<file path="src/dccal_consts.vh">
// Purpose: constants for the per-channel code calibration datapath
// Assumes: plain register port, 50 MHz clock
// Notes:   addresses are {kind, channel}
`ifndef DCCAL_CONSTS_VH
`define DCCAL_CONSTS_VH
`define DCCAL_NUM_CH        32
`define DCCAL_CH_BITS       5
`define DCCAL_CODE_W        14
`define DCCAL_GAIN_W        13
`define DCCAL_ADDR_W        8
`define DCCAL_KIND_LSB      5
`define DCCAL_KIND_INPUT    3'h0
`define DCCAL_KIND_GAIN     3'h1
`define DCCAL_KIND_OFFSET   3'h2
`define DCCAL_KIND_CONV     3'h3
`define DCCAL_KIND_OUT      3'h4
`define DCCAL_KIND_STATUS   3'h5
`define DCCAL_RST_INPUT     14'h2000
`define DCCAL_RST_CONV      14'h2000
`define DCCAL_RST_GAIN      13'h1fff
`define DCCAL_RST_OFFSET    14'h2000
`define DCCAL_MID           16'sh2000
`define DCCAL_FULL          14'h3fff
`define DCCAL_GAIN_SHIFT    13
`define DCCAL_GROUP_SIZE    8
`define DCCAL_GROUP_REF1    6
`endif

</file>
<file path="src/dccal_datapath.v">
// Purpose: 32-channel gain/offset calibration of converter codes
// Assumes: single clock mclk_i, async active-low reset, load_outputs_n_i from a pin
// Notes:   one channel is computed per cycle from a pending mask
//
// Implementation choices: the register offsets and the address-and-strobe port.
`timescale 1ns/10ps
`include "dccal_consts.vh"
module dccal_datapath #(
  parameter NUM_CH = `DCCAL_NUM_CH
)(
  // clock and reset
  input  wire                          mclk_i,
  input  wire                          rst_n_i,
  // register port
  input  wire [`DCCAL_ADDR_W-1:0]      addr_i,
  input  wire [15:0]                   wdata_i,
  input  wire                          wr_i,
  input  wire                          rd_i,
  output reg  [15:0]                   rdata_o,
  // load strobe pin and status
  input  wire                          load_outputs_n_i,
  output wire                          busy_n_o,
  // converter codes presented to the string converters
  output wire [NUM_CH*`DCCAL_CODE_W-1:0] out_code_o,
  output wire [NUM_CH-1:0]             ref_set2_o
);

  // per-channel register files
  reg  [`DCCAL_CODE_W-1:0]   input_code_ff     [0:NUM_CH-1];
  reg  [`DCCAL_GAIN_W-1:0]   gain_ff           [0:NUM_CH-1];
  reg  [`DCCAL_CODE_W-1:0]   offset_ff         [0:NUM_CH-1];
  reg  [`DCCAL_CODE_W-1:0]   converter_code_ff [0:NUM_CH-1];
  reg  [`DCCAL_CODE_W-1:0]   out_code_ff       [0:NUM_CH-1];

  // scheduler: one-hot state, pending mask, selected channel
  localparam [1:0]           S_IDLE = 2'b01;
  localparam [1:0]           S_CALC = 2'b10;
  reg  [1:0]                 state_ff;
  reg  [1:0]                 nxt_state;
  reg  [NUM_CH-1:0]          pend_ff;
  reg  [NUM_CH-1:0]          nxt_pend;
  reg  [`DCCAL_CH_BITS-1:0]  sel_ff;

  // load strobe synchroniser and stored request
  reg                        ld_meta_ff;
  reg                        ld_sync_ff;
  reg                        ld_prev_ff;
  reg                        ld_req_ff;
  reg                        nxt_ld_req;

  // read data
  reg  [15:0]                nxt_rdata;

  // address decode: kind in the upper bits, channel in the lower
  wire [2:0]                 kind      = addr_i[`DCCAL_KIND_LSB+2:`DCCAL_KIND_LSB];
  wire [`DCCAL_CH_BITS-1:0]  ch        = addr_i[`DCCAL_CH_BITS-1:0];
  wire                       is_input  = (kind == `DCCAL_KIND_INPUT);
  wire                       is_gain   = (kind == `DCCAL_KIND_GAIN);
  wire                       is_offset = (kind == `DCCAL_KIND_OFFSET);
  wire                       wr_input  = wr_i && is_input;
  wire                       wr_gain   = wr_i && is_gain;
  wire                       wr_offset = wr_i && is_offset;
  wire                       wr_cal    = wr_input || wr_gain || wr_offset;
  wire [NUM_CH-1:0]          wr_onehot = wr_cal ? ({{(NUM_CH-1){1'b0}}, 1'b1} << ch) : {NUM_CH{1'b0}};

  // busy and load qualification
  wire                       in_calc   = state_ff[1];
  wire                       any_pend  = |pend_ff;
  wire                       busy      = any_pend || in_calc;
  wire                       ld_low    = !ld_sync_ff;
  wire                       ld_fall   = ld_prev_ff && !ld_sync_ff;
  wire                       copy_out  = !busy && (ld_req_ff || ld_fall || ld_low);

  // busy_n_o is low while any channel waits or is in calculation
  assign busy_n_o = !busy;

  // lowest pending channel
  reg  [`DCCAL_CH_BITS-1:0]  pick;
  integer                    k;
  always @*
  begin
    pick = {`DCCAL_CH_BITS{1'b0}};
    for (k = NUM_CH-1; k >= 0; k = k - 1)
      if (pend_ff[k])
        pick = k[`DCCAL_CH_BITS-1:0];
  end

  wire [NUM_CH-1:0]          pick_onehot = any_pend ? ({{(NUM_CH-1){1'b0}}, 1'b1} << pick) : {NUM_CH{1'b0}};

  // next pending mask; a write in the same cycle wins over the clear
  always @*
  begin
    nxt_pend = pend_ff & ~pick_onehot;
    nxt_pend = nxt_pend | wr_onehot;
  end

  // one channel enters the calculation stage per cycle
  always @*
  begin
    nxt_state = S_IDLE;
    case (state_ff)
      S_IDLE:
        if (any_pend)
          nxt_state = S_CALC;
        else
          nxt_state = S_IDLE;
      S_CALC:
        if (any_pend)
          nxt_state = S_CALC;
        else
          nxt_state = S_IDLE;
      default:
        nxt_state = S_IDLE;
    endcase
  end

  // scheduler state register
  always @(posedge mclk_i or negedge rst_n_i)
  begin
    if (!rst_n_i)
      state_ff <= S_IDLE;
    else
      state_ff <= nxt_state;
  end

  // pending channels
  always @(posedge mclk_i or negedge rst_n_i)
  begin
    if (!rst_n_i)
      pend_ff <= {NUM_CH{1'b0}};
    else
      pend_ff <= nxt_pend;
  end

  // channel being calculated
  always @(posedge mclk_i or negedge rst_n_i)
  begin
    if (!rst_n_i)
      sel_ff <= {`DCCAL_CH_BITS{1'b0}};
    else
      sel_ff <= pick;
  end

  // transfer function on the selected channel
  wire [`DCCAL_CODE_W-1:0]   sel_input  = input_code_ff[sel_ff];
  wire [`DCCAL_GAIN_W-1:0]   sel_gain   = gain_ff[sel_ff];
  wire [`DCCAL_CODE_W-1:0]   sel_offset = offset_ff[sel_ff];
  wire [`DCCAL_GAIN_W:0]     gain_p1    = {1'b0, sel_gain} + 14'h0001;
  wire [27:0]                prod       = gain_p1 * sel_input;
  wire signed [15:0]         scaled     = {1'b0, prod[`DCCAL_GAIN_SHIFT+14:`DCCAL_GAIN_SHIFT]};
  wire signed [15:0]         offset_s   = {2'b00, sel_offset};
  wire signed [15:0]         sum        = scaled + offset_s - `DCCAL_MID;
  wire                       underflow  = sum[15];
  wire                       overflow   = !sum[15] && sum[14];
  wire [`DCCAL_CODE_W-1:0]   clamped    = underflow ? {`DCCAL_CODE_W{1'b0}} :
                                          overflow  ? `DCCAL_FULL :
                                          sum[`DCCAL_CODE_W-1:0];

  // two-flop synchroniser on the load pin
  always @(posedge mclk_i or negedge rst_n_i)
  begin
    if (!rst_n_i)
    begin
      ld_meta_ff <= 1'b1;
      ld_sync_ff <= 1'b1;
    end
    else
    begin
      ld_meta_ff <= load_outputs_n_i;
      ld_sync_ff <= ld_meta_ff;
    end
  end

  // previous synchronised level; resets to the idle level to avoid a false edge
  always @(posedge mclk_i or negedge rst_n_i)
  begin
    if (!rst_n_i)
      ld_prev_ff <= 1'b1;
    else
      ld_prev_ff <= ld_sync_ff;
  end

  // a load seen while busy is kept until busy ends
  always @*
  begin
    nxt_ld_req = ld_req_ff;
    if (!busy)
      nxt_ld_req = 1'b0;
    else if (ld_fall || ld_low)
      nxt_ld_req = 1'b1;
  end

  always @(posedge mclk_i or negedge rst_n_i)
  begin
    if (!rst_n_i)
      ld_req_ff <= 1'b0;
    else
      ld_req_ff <= nxt_ld_req;
  end

  genvar g;
  generate
    for (g = 0; g < NUM_CH; g = g + 1)
    begin : g_ch
      reg  [`DCCAL_CODE_W-1:0] nxt_input;
      reg  [`DCCAL_GAIN_W-1:0] nxt_gain;
      reg  [`DCCAL_CODE_W-1:0] nxt_offset;
      reg  [`DCCAL_CODE_W-1:0] nxt_conv;
      reg  [`DCCAL_CODE_W-1:0] nxt_out;
      // per-channel write decode
      wire                     hit       = (ch == g);
      wire                     wr_in_g   = wr_input && hit;
      wire                     wr_gain_g = wr_gain && hit;
      wire                     wr_off_g  = wr_offset && hit;
      wire                     upd_g     = in_calc && (sel_ff == g);

      // outputs toward the string converters
      assign out_code_o[g*`DCCAL_CODE_W +: `DCCAL_CODE_W] = out_code_ff[g];
      assign ref_set2_o[g] = (g % `DCCAL_GROUP_SIZE) >= `DCCAL_GROUP_REF1;

      // input code, written by software
      always @*
      begin
        nxt_input = input_code_ff[g];
        if (wr_in_g)
          nxt_input = wdata_i[`DCCAL_CODE_W-1:0];
      end

      always @(posedge mclk_i or negedge rst_n_i)
      begin
        if (!rst_n_i)
          input_code_ff[g] <= `DCCAL_RST_INPUT;
        else
          input_code_ff[g] <= nxt_input;
      end

      // gain coefficient
      always @*
      begin
        nxt_gain = gain_ff[g];
        if (wr_gain_g)
          nxt_gain = wdata_i[`DCCAL_GAIN_W-1:0];
      end

      always @(posedge mclk_i or negedge rst_n_i)
      begin
        if (!rst_n_i)
          gain_ff[g] <= `DCCAL_RST_GAIN;
        else
          gain_ff[g] <= nxt_gain;
      end

      // offset coefficient
      always @*
      begin
        nxt_offset = offset_ff[g];
        if (wr_off_g)
          nxt_offset = wdata_i[`DCCAL_CODE_W-1:0];
      end

      always @(posedge mclk_i or negedge rst_n_i)
      begin
        if (!rst_n_i)
          offset_ff[g] <= `DCCAL_RST_OFFSET;
        else
          offset_ff[g] <= nxt_offset;
      end

      // converter code, written at the end of this channel's calculation
      always @*
      begin
        nxt_conv = converter_code_ff[g];
        if (upd_g)
          nxt_conv = clamped;
      end

      always @(posedge mclk_i or negedge rst_n_i)
      begin
        if (!rst_n_i)
          converter_code_ff[g] <= `DCCAL_RST_CONV;
        else
          converter_code_ff[g] <= nxt_conv;
      end

      // output code, copied from the converter code on a load
      always @*
      begin
        nxt_out = out_code_ff[g];
        if (copy_out)
          nxt_out = converter_code_ff[g];
      end

      always @(posedge mclk_i or negedge rst_n_i)
      begin
        if (!rst_n_i)
          out_code_ff[g] <= `DCCAL_RST_CONV;
        else
          out_code_ff[g] <= nxt_out;
      end
    end
  endgenerate

  // register read, data in the following cycle, zero otherwise
  always @*
  begin
    nxt_rdata = 16'h0000;
    if (rd_i)
    begin
      case (kind)
        `DCCAL_KIND_INPUT:
          nxt_rdata = {2'b00, input_code_ff[ch]};
        `DCCAL_KIND_GAIN:
          nxt_rdata = {3'b000, gain_ff[ch]};
        `DCCAL_KIND_OFFSET:
          nxt_rdata = {2'b00, offset_ff[ch]};
        `DCCAL_KIND_CONV:
          nxt_rdata = {2'b00, converter_code_ff[ch]};
        `DCCAL_KIND_OUT:
          nxt_rdata = {2'b00, out_code_ff[ch]};
        `DCCAL_KIND_STATUS:
          nxt_rdata = {15'h0000, busy};
        default:
          nxt_rdata = 16'h0000;
      endcase
    end
  end

  always @(posedge mclk_i or negedge rst_n_i)
  begin
    if (!rst_n_i)
      rdata_o <= 16'h0000;
    else
      rdata_o <= nxt_rdata;
  end

endmodule // dccal_datapath

</file>
<file path="config.mk">
export PLATFORM = sky130hd
export DESIGN_NAME = dccal_datapath
export DESIGN_NICKNAME = d
export VERILOG_FILES = /design/src/dccal_datapath.v
export VERILOG_INCLUDE_DIRS = /design/src /design/src/src
export SDC_FILE = /design/constraint.sdc
export NUM_CORES = 2
export LEC_CHECK = 0
export BUFFER_PORTS_ARGS = -buffer_cell sky130_fd_sc_hd__buf_2
export CAP_MARGIN = 20
export CORE_MARGIN = 3
export CORE_UTILIZATION = 40
export CTS_BUF_LIST = sky130_fd_sc_hd__clkbuf_4
export CTS_CLUSTER_SIZE = 20
export DETAILED_ROUTE_END_ITERATION = 7
export PLACE_DENSITY = 0.64
export SLEW_MARGIN = 15
export SYNTH_ARGS = -nofsm -noshare
export SYNTH_HDL_FRONTEND = slang
export SYNTH_SLANG_ARGS = --single-unit
export TNS_END_PERCENT = 5
</file>
<file path="constraint.sdc">
create_clock -name mclk_i -period 12.95 [get_ports mclk_i]
set_input_delay 1.9425 -clock mclk_i [delete_from_list [all_inputs] [get_ports mclk_i]]
set_output_delay 1.9425 -clock mclk_i [all_outputs]
set_load 0.005 [all_outputs]
</file>
[After elaboration in Yosys (flattened, before gate mapping)]
Cells that the tools add are included.
W data, S select, Z words.
Storage, ports and cells
  input bits: 29
  register bits: 2267
Operators by class
  multiply operators: 1
  $add $sub $neg: 3
  equal/unequal tests: 70
  multiplexer cells: 66
  $lt $le $gt $ge: 2
  bitwise gates (word level): 5
  shift-type cells: 2
  reductions and logical operators: 148
Operators with widths (number)
  $bmux W14 S5: 6
  $mux W14: 14
  $eq A5 B5 Y1 const B: 32
  $mux W5: 32
  $logic_and A1 B1 Y1: 134
  $bmux W13 S5: 2
  $pmux W14 S6: 1
  $eq A5 B4 Y1 const B: 16
  $mux W32: 2
  $shl A1 B5 Y32 const A: 2
  $mux W13: 4
  $eq A5 B3 Y1 const B: 8
  $and A32 B32 Y32: 1
  $not A32 Y32: 1
  $or A32 B32 Y32: 1
  $reduce_or A32 Y1: 1
  $mul A14 B14 Y28: 1
  $eq A5 B2 Y1 const B: 4
  $add A15 B14 Y16: 1
  $mux W16: 1
  $sub A16 B15 Y16 const B: 1
  $add A13 B1 Y14 const B: 1
  $ge A6 B6 Y1 const B: 2
  $not A5 Y6: 2
  14 further kinds: 27

[Depth between registers and ports, before layout]
  depth in word-level cells: 37
  depth in mapped cells: 50
  mapped depth without buffers: 44

[Worst setup path before layout]
OpenSTA, ideal clock, no wires.
  kind: register to register
  from: register sel_ff[0]
  to: register converter_code_ff[100] (netlist name)
  slack: 1.598 ns
  stages on the path, launching flop included: 44
  arrival time: 11.270 ns
  required time: 12.867 ns
  buffers on the path: 10
  path through: dfrtp_1 > buf_6 > buf_6 > buf_6 > buf_6 > buf_6 > buf_4 > buf_2 > mux4_2 > mux4_2 > mux2i_1 > clkbuf_1 > nor2b_1 > fa_1 > inv_1 > fa_1 > inv_1 > fa_1 > [... 8 more ...] > a221o_1 > a41oi_1 > nand2b_1 > a21boi_0 > o21a_1 > nor2_1 > xnor2_1 > ha_1 > ha_1 > a21oi_1 > o21ai_1 > a31oi_1 > o21ai_1 > o311ai_0 > clkbuf_2 > o21ai_0 > clkbuf_2 > o21ai_0
Between the ends
  longest elaborated chain between the ends: 12
  elaborated cells on any way between the ends: 20
  those cells by class: 3 x add/sub; 1 x mul; 1 x eq/ne; 11 x mux; 1 x bitwise; 3 x reduce/logical
RTL lines
  from (decl): RTL line dccal_datapath.v:42  | reg [`DCCAL_CH_BITS-1:0] sel_ff;
  from (signal assigned): RTL line dccal_datapath.v:139  | sel_ff <= {`DCCAL_CH_BITS{1'b0}};
  from (signal assigned): RTL line dccal_datapath.v:141  | sel_ff <= pick;
  $not A5 Y6 (not written as such): RTL line dccal_datapath.v:145, dccal_datapath.v:146, dccal_datapath.v:147
  $bmux W13 S5: RTL line dccal_datapath.v:146  | wire [`DCCAL_GAIN_W-1:0] sel_gain = gain_ff[sel_ff];
  $mux W13 (not written as such) (2 in series): RTL line dccal_datapath.v:146
  $add A13 B1 Y14: RTL line dccal_datapath.v:148  | wire [`DCCAL_GAIN_W:0] gain_p1 = {1'b0, sel_gain} + 14'h0001;
  $mul A14 B14 Y28: RTL line dccal_datapath.v:149  | wire [27:0] prod = gain_p1 * sel_input;
  $add A15 B14 Y16: RTL line dccal_datapath.v:152  | wire signed [15:0] sum = scaled + offset_s - `DCCAL_MID;
  $sub A16 B15 Y16 (no line)
  $logic_not A1 Y1: RTL line dccal_datapath.v:154  | wire overflow = !sum[15] && sum[14];
  $logic_and A1 B1 Y1: RTL line dccal_datapath.v:154
  $mux W14: RTL line dccal_datapath.v:156  | overflow ? `DCCAL_FULL :
  $mux W14: RTL line dccal_datapath.v:155  | wire [`DCCAL_CODE_W-1:0] clamped = underflow ? {`DCCAL_CODE_W{1'b0}} :
  to (signal, indexed assignment): RTL line dccal_datapath.v:280  | converter_code_ff[g] <= `DCCAL_RST_CONV;
  to (signal, indexed assignment): RTL line dccal_datapath.v:282  | converter_code_ff[g] <= nxt_conv;
  to (decl): RTL line dccal_datapath.v:32  | reg [`DCCAL_CODE_W-1:0] converter_code_ff [0:NUM_CH-1];
Several ways; a longest one is shown, not always the timed one. The select of a mux whose other input is x is not followed.
A chain may end at the register's enable or synchronous reset.

[Worst setup path after layout]
  from: register sel_ff[1]
  to: register converter_code_ff[389] (netlist name)
The elaborated chain is that of the path after synthesis.

==> summary.txt <==
Routing
  • DRT iter0 DRCs: slightly above 7k
  • Final ANT Viol Nets: 0
  • Average routed wire per standard cell: 29.1 um
  • DR pass1 iterations: 6
  • DRC: 0
  • Routed via count: 78.2k
  • Final wirelength: 386,000 um
  • Vias/cell: 5.88

Run
  • Max cap viols: 0

Synth
  • Post-synthesis register bit count: 2,264
  • Post-synth EDFFs: 0
  • Share of the synthesized area in the top cell type: 35.8%
  • Mean post-synth cell area: approximately 15 sq um
  • Most frequent cell after synthesis: mux2_2
  • Post-Syn Instances: 8,175
  • Main synth FF type: dfrtp_1
  • Cell variety after synth: 80
  • Post-synthesis async set-or-reset flop share: 100%
  • Ys Warns: 0
  • Top cells by count, synth: mux2_2, dfrtp_1, mux4_2
  • Seq/Total Area, Yosys: 47.8%
  • Cell accounting for the most synthesized area: dfrtp_1
  • Synth top area cells: dfrtp_1, mux4_2, mux2_2
  • Netlist Area Pre-Place: approximately 120,000 sq um

Power
  • P_int: 12,500 uW
  • Leakage: 0.0620 uW
  • Peak VDD IR: 0.136 mV
  • Pwr per Cell Area: between 100 and 150 nW/um^2
  • Sw Pwr: 5650 uW
  • Clock power share: 37.0%
  • Reg power frac: 42.0%
  • Part of the power in combinational logic: 21.0%
  • Net Sw Frac: 31.1%

Floorplan
  • Die area: 307,000 sq um
  • Ports: 526
  • Die W: 554 um
  • # rows: 200
  • Initial Util: 40.3%
  • CORE AREA: 298,000 sq um
  • Chip height: 554 um

Clock network
  • Clock latency at the later pin of the worst-skew pair: ~1400 ps
  • Max Root-Sink Buffers: 4
  • Clock Pin Slew Worst Setup and Hold Paths: ~70 ps
  • # Post-CTS Setup Buffers: 0
  • Clock sink total: between 2k and 2.5k
  • Post-CTS Hold Buffers: 0
  • Htree depth: 6
  • CTS tree: built
  • Inserted Clock Buffers: 618
  • Root buf cell: clkbuf_4

Critical path
  • Critical path class: reg2reg
  • Max stage delay on crit path: ~600 ps
  • Required time worst endpoint: 14,050 ps
  • Kind of end point of the critical path: register
  • Crit start category: register
  • Worst Path Max Fanout: 58
  • CP max stage cell: xnor2_1
  • CP arrival: 13,530 ps
  • Reg2Reg Depth: 45
  • R2R setup slack: 520 ps
  • Most used cell, CP: fa_1

Placement
  • Dpl hpwl: 255,000 um
  • Port Buffers: 489
  • Placer Congestion: between 0.8 and 0.9
  • Placed Instance Area: 127,000 sq um

Min path
  • Worst min-delay path class: reg2reg
  • Hold Path Depth: 0

STA
  • Setup TNS Final: 0 ps
  • Max_slew headroom: between 15 and 20%
  • Tmin final: 12,430 ps
  • Final Skew: 219 ps
  • Final setup viols: 0
  • Fmax: 80.4 MHz
  • Unrepaired setup endpoints after global routing: false
  • Tcrit/Tclk final: 96.0%
  • Slew Limit Fails: 0
  • WHS: 360 ps
  • Hold Fails Final Rpt: 0
  • Worst-margin pin slew: 1250 ps

Global route
  • Largest net degree at the start of global routing: 200
  • All-Layer GR Usage: 24.8%
  • First-pass GRT wire length: 564,000 um
  • Initial antenna violation count: 29
  • Vias in the first global route: 82.2k
  • Grt total ovfl: 0

Final layout
  • Nets: between 9k and 10k
  • Share of cells above drive strength 1: 56.6%
  • Design area: between 100,000 and 150,000 sq um
  • Layout area overhead: 13.1%

Status
  • Status: finished, final reports clean
## stage by stage
step	std cells	setup slack, ps	power [uW]	util [%]
global route	13300	17.7	19000	45.6
global placement	12200	888	11500	42.7
CTS	13300	661	18300	45.5
floorplan	8207	1600	10200	-
detailed placement	12200	735	11500	42.8
finish	13300	518	18200	45.6
## power by group through the flow
stage	Clock [uW]	Combinational (uW)	Sequential, uW
2_1_floorplan	0	2580	7620
6_report	6710	3810	7630
3_3_place_gp	0	3760	7720
3_5_place_dp	0	3790	7750
4_1_cts	6860	3800	7620
5_1_grt	7250	4050	7660
## logic make-up (layout without fill, tap and decap cells)
kind of cell	count (synthesis)	in the layout	synth area share, %
AOI/OAI and AO/OA	672	672	3.21
xor gates and xnor gates	36	36	0.263
adders and majority gates	260	260	3.59
buffers and inverters	933	2074	3.43
DFF	2264	2264	47.8
muxes	2959	2959	37.9
other	2	45	0.00626
and+or+nand+nor	1049	1049	3.79
## what timing repair did
action                                  CTS  global route
endpoints found under the setup margin    0             4
endpoints found under the hold margin     0             0
resized for setup                         0             3
## registers in the layout, indices dropped and copies added (netlist names)
| signal | flops |
|---|---|
| ld_sync_ff | 1 |
| state_ff | 2 |
| offset_ff | 448 |
| gain_ff | 416 |
| ld_meta_ff | 1 |
| sel_ff | 5 |
| converter_code_ff | 448 |
| ld_req_ff | 1 |
| out_code_o | 448 |
| pend_ff | 32 |
| rdata_o | 14 |
| input_code_ff | 448 |
## worst max-delay path, delay by kind of cell (launching register included)
kind                     cells  cell delay, ps
XOR/XNOR                     3            1010
flip-flops                   1             440
buffers and inverters       10            1720
adder cells (fa/ha/maj)     10            4270
AND/OR/NAND/NOR             10            1380
AO/OA/AOI/OAI                8            1690
multiplexers                 4            1540
## metal layers
layer / global-route usage [%] / routed length (um) / vias up
met5: 0 / 66 / -
met4: 11.5 / 18200 / 10
met3: 7.86 / 37300 / 762
met2: 38.3 / 180000 / 3366
met1: 31.9 / 151000 / 41900
li1: - / - / 32200
## placed cells by master, fill, tap and decap left out, types with 121 or more instances in the layout
cell type  count
mux2_2      1781
dfrtp_1     1712
mux4_2      1090
clkbuf_4     947
nand2_1      660
dfstp_2      547
buf_2        470
o21ai_0      432
buf_4        254
inv_1        188
fa_1         141
nor2_1       121
## final timing paths
check	startpoint	endpoint
setup / recovery	sel_ff[1]	converter_code_ff[389]
hold / removal	ld_meta_ff	ld_sync_ff
setup reg to reg	sel_ff[1]	converter_code_ff[389]
hold reg to reg	ld_meta_ff	ld_sync_ff
max in group asynchronous	rst_n_i	gain_ff[264]
min in group asynchronous	rst_n_i	out_code_o[32]
## area by class of cell
type	count	area, sq um
Antenna cell	11	27.5
Clock buffer	947	7110
Clock inverter	136	962
Fill cell	26400	162000
Inverter	190	713
Multi-Input combinational cell	5010	58800
Sequential cell	2264	57400
Tap cell	3939	4930
Timing Repair Buffer	801	5800
Note: power is estimated with default switching activity, not from simulation.
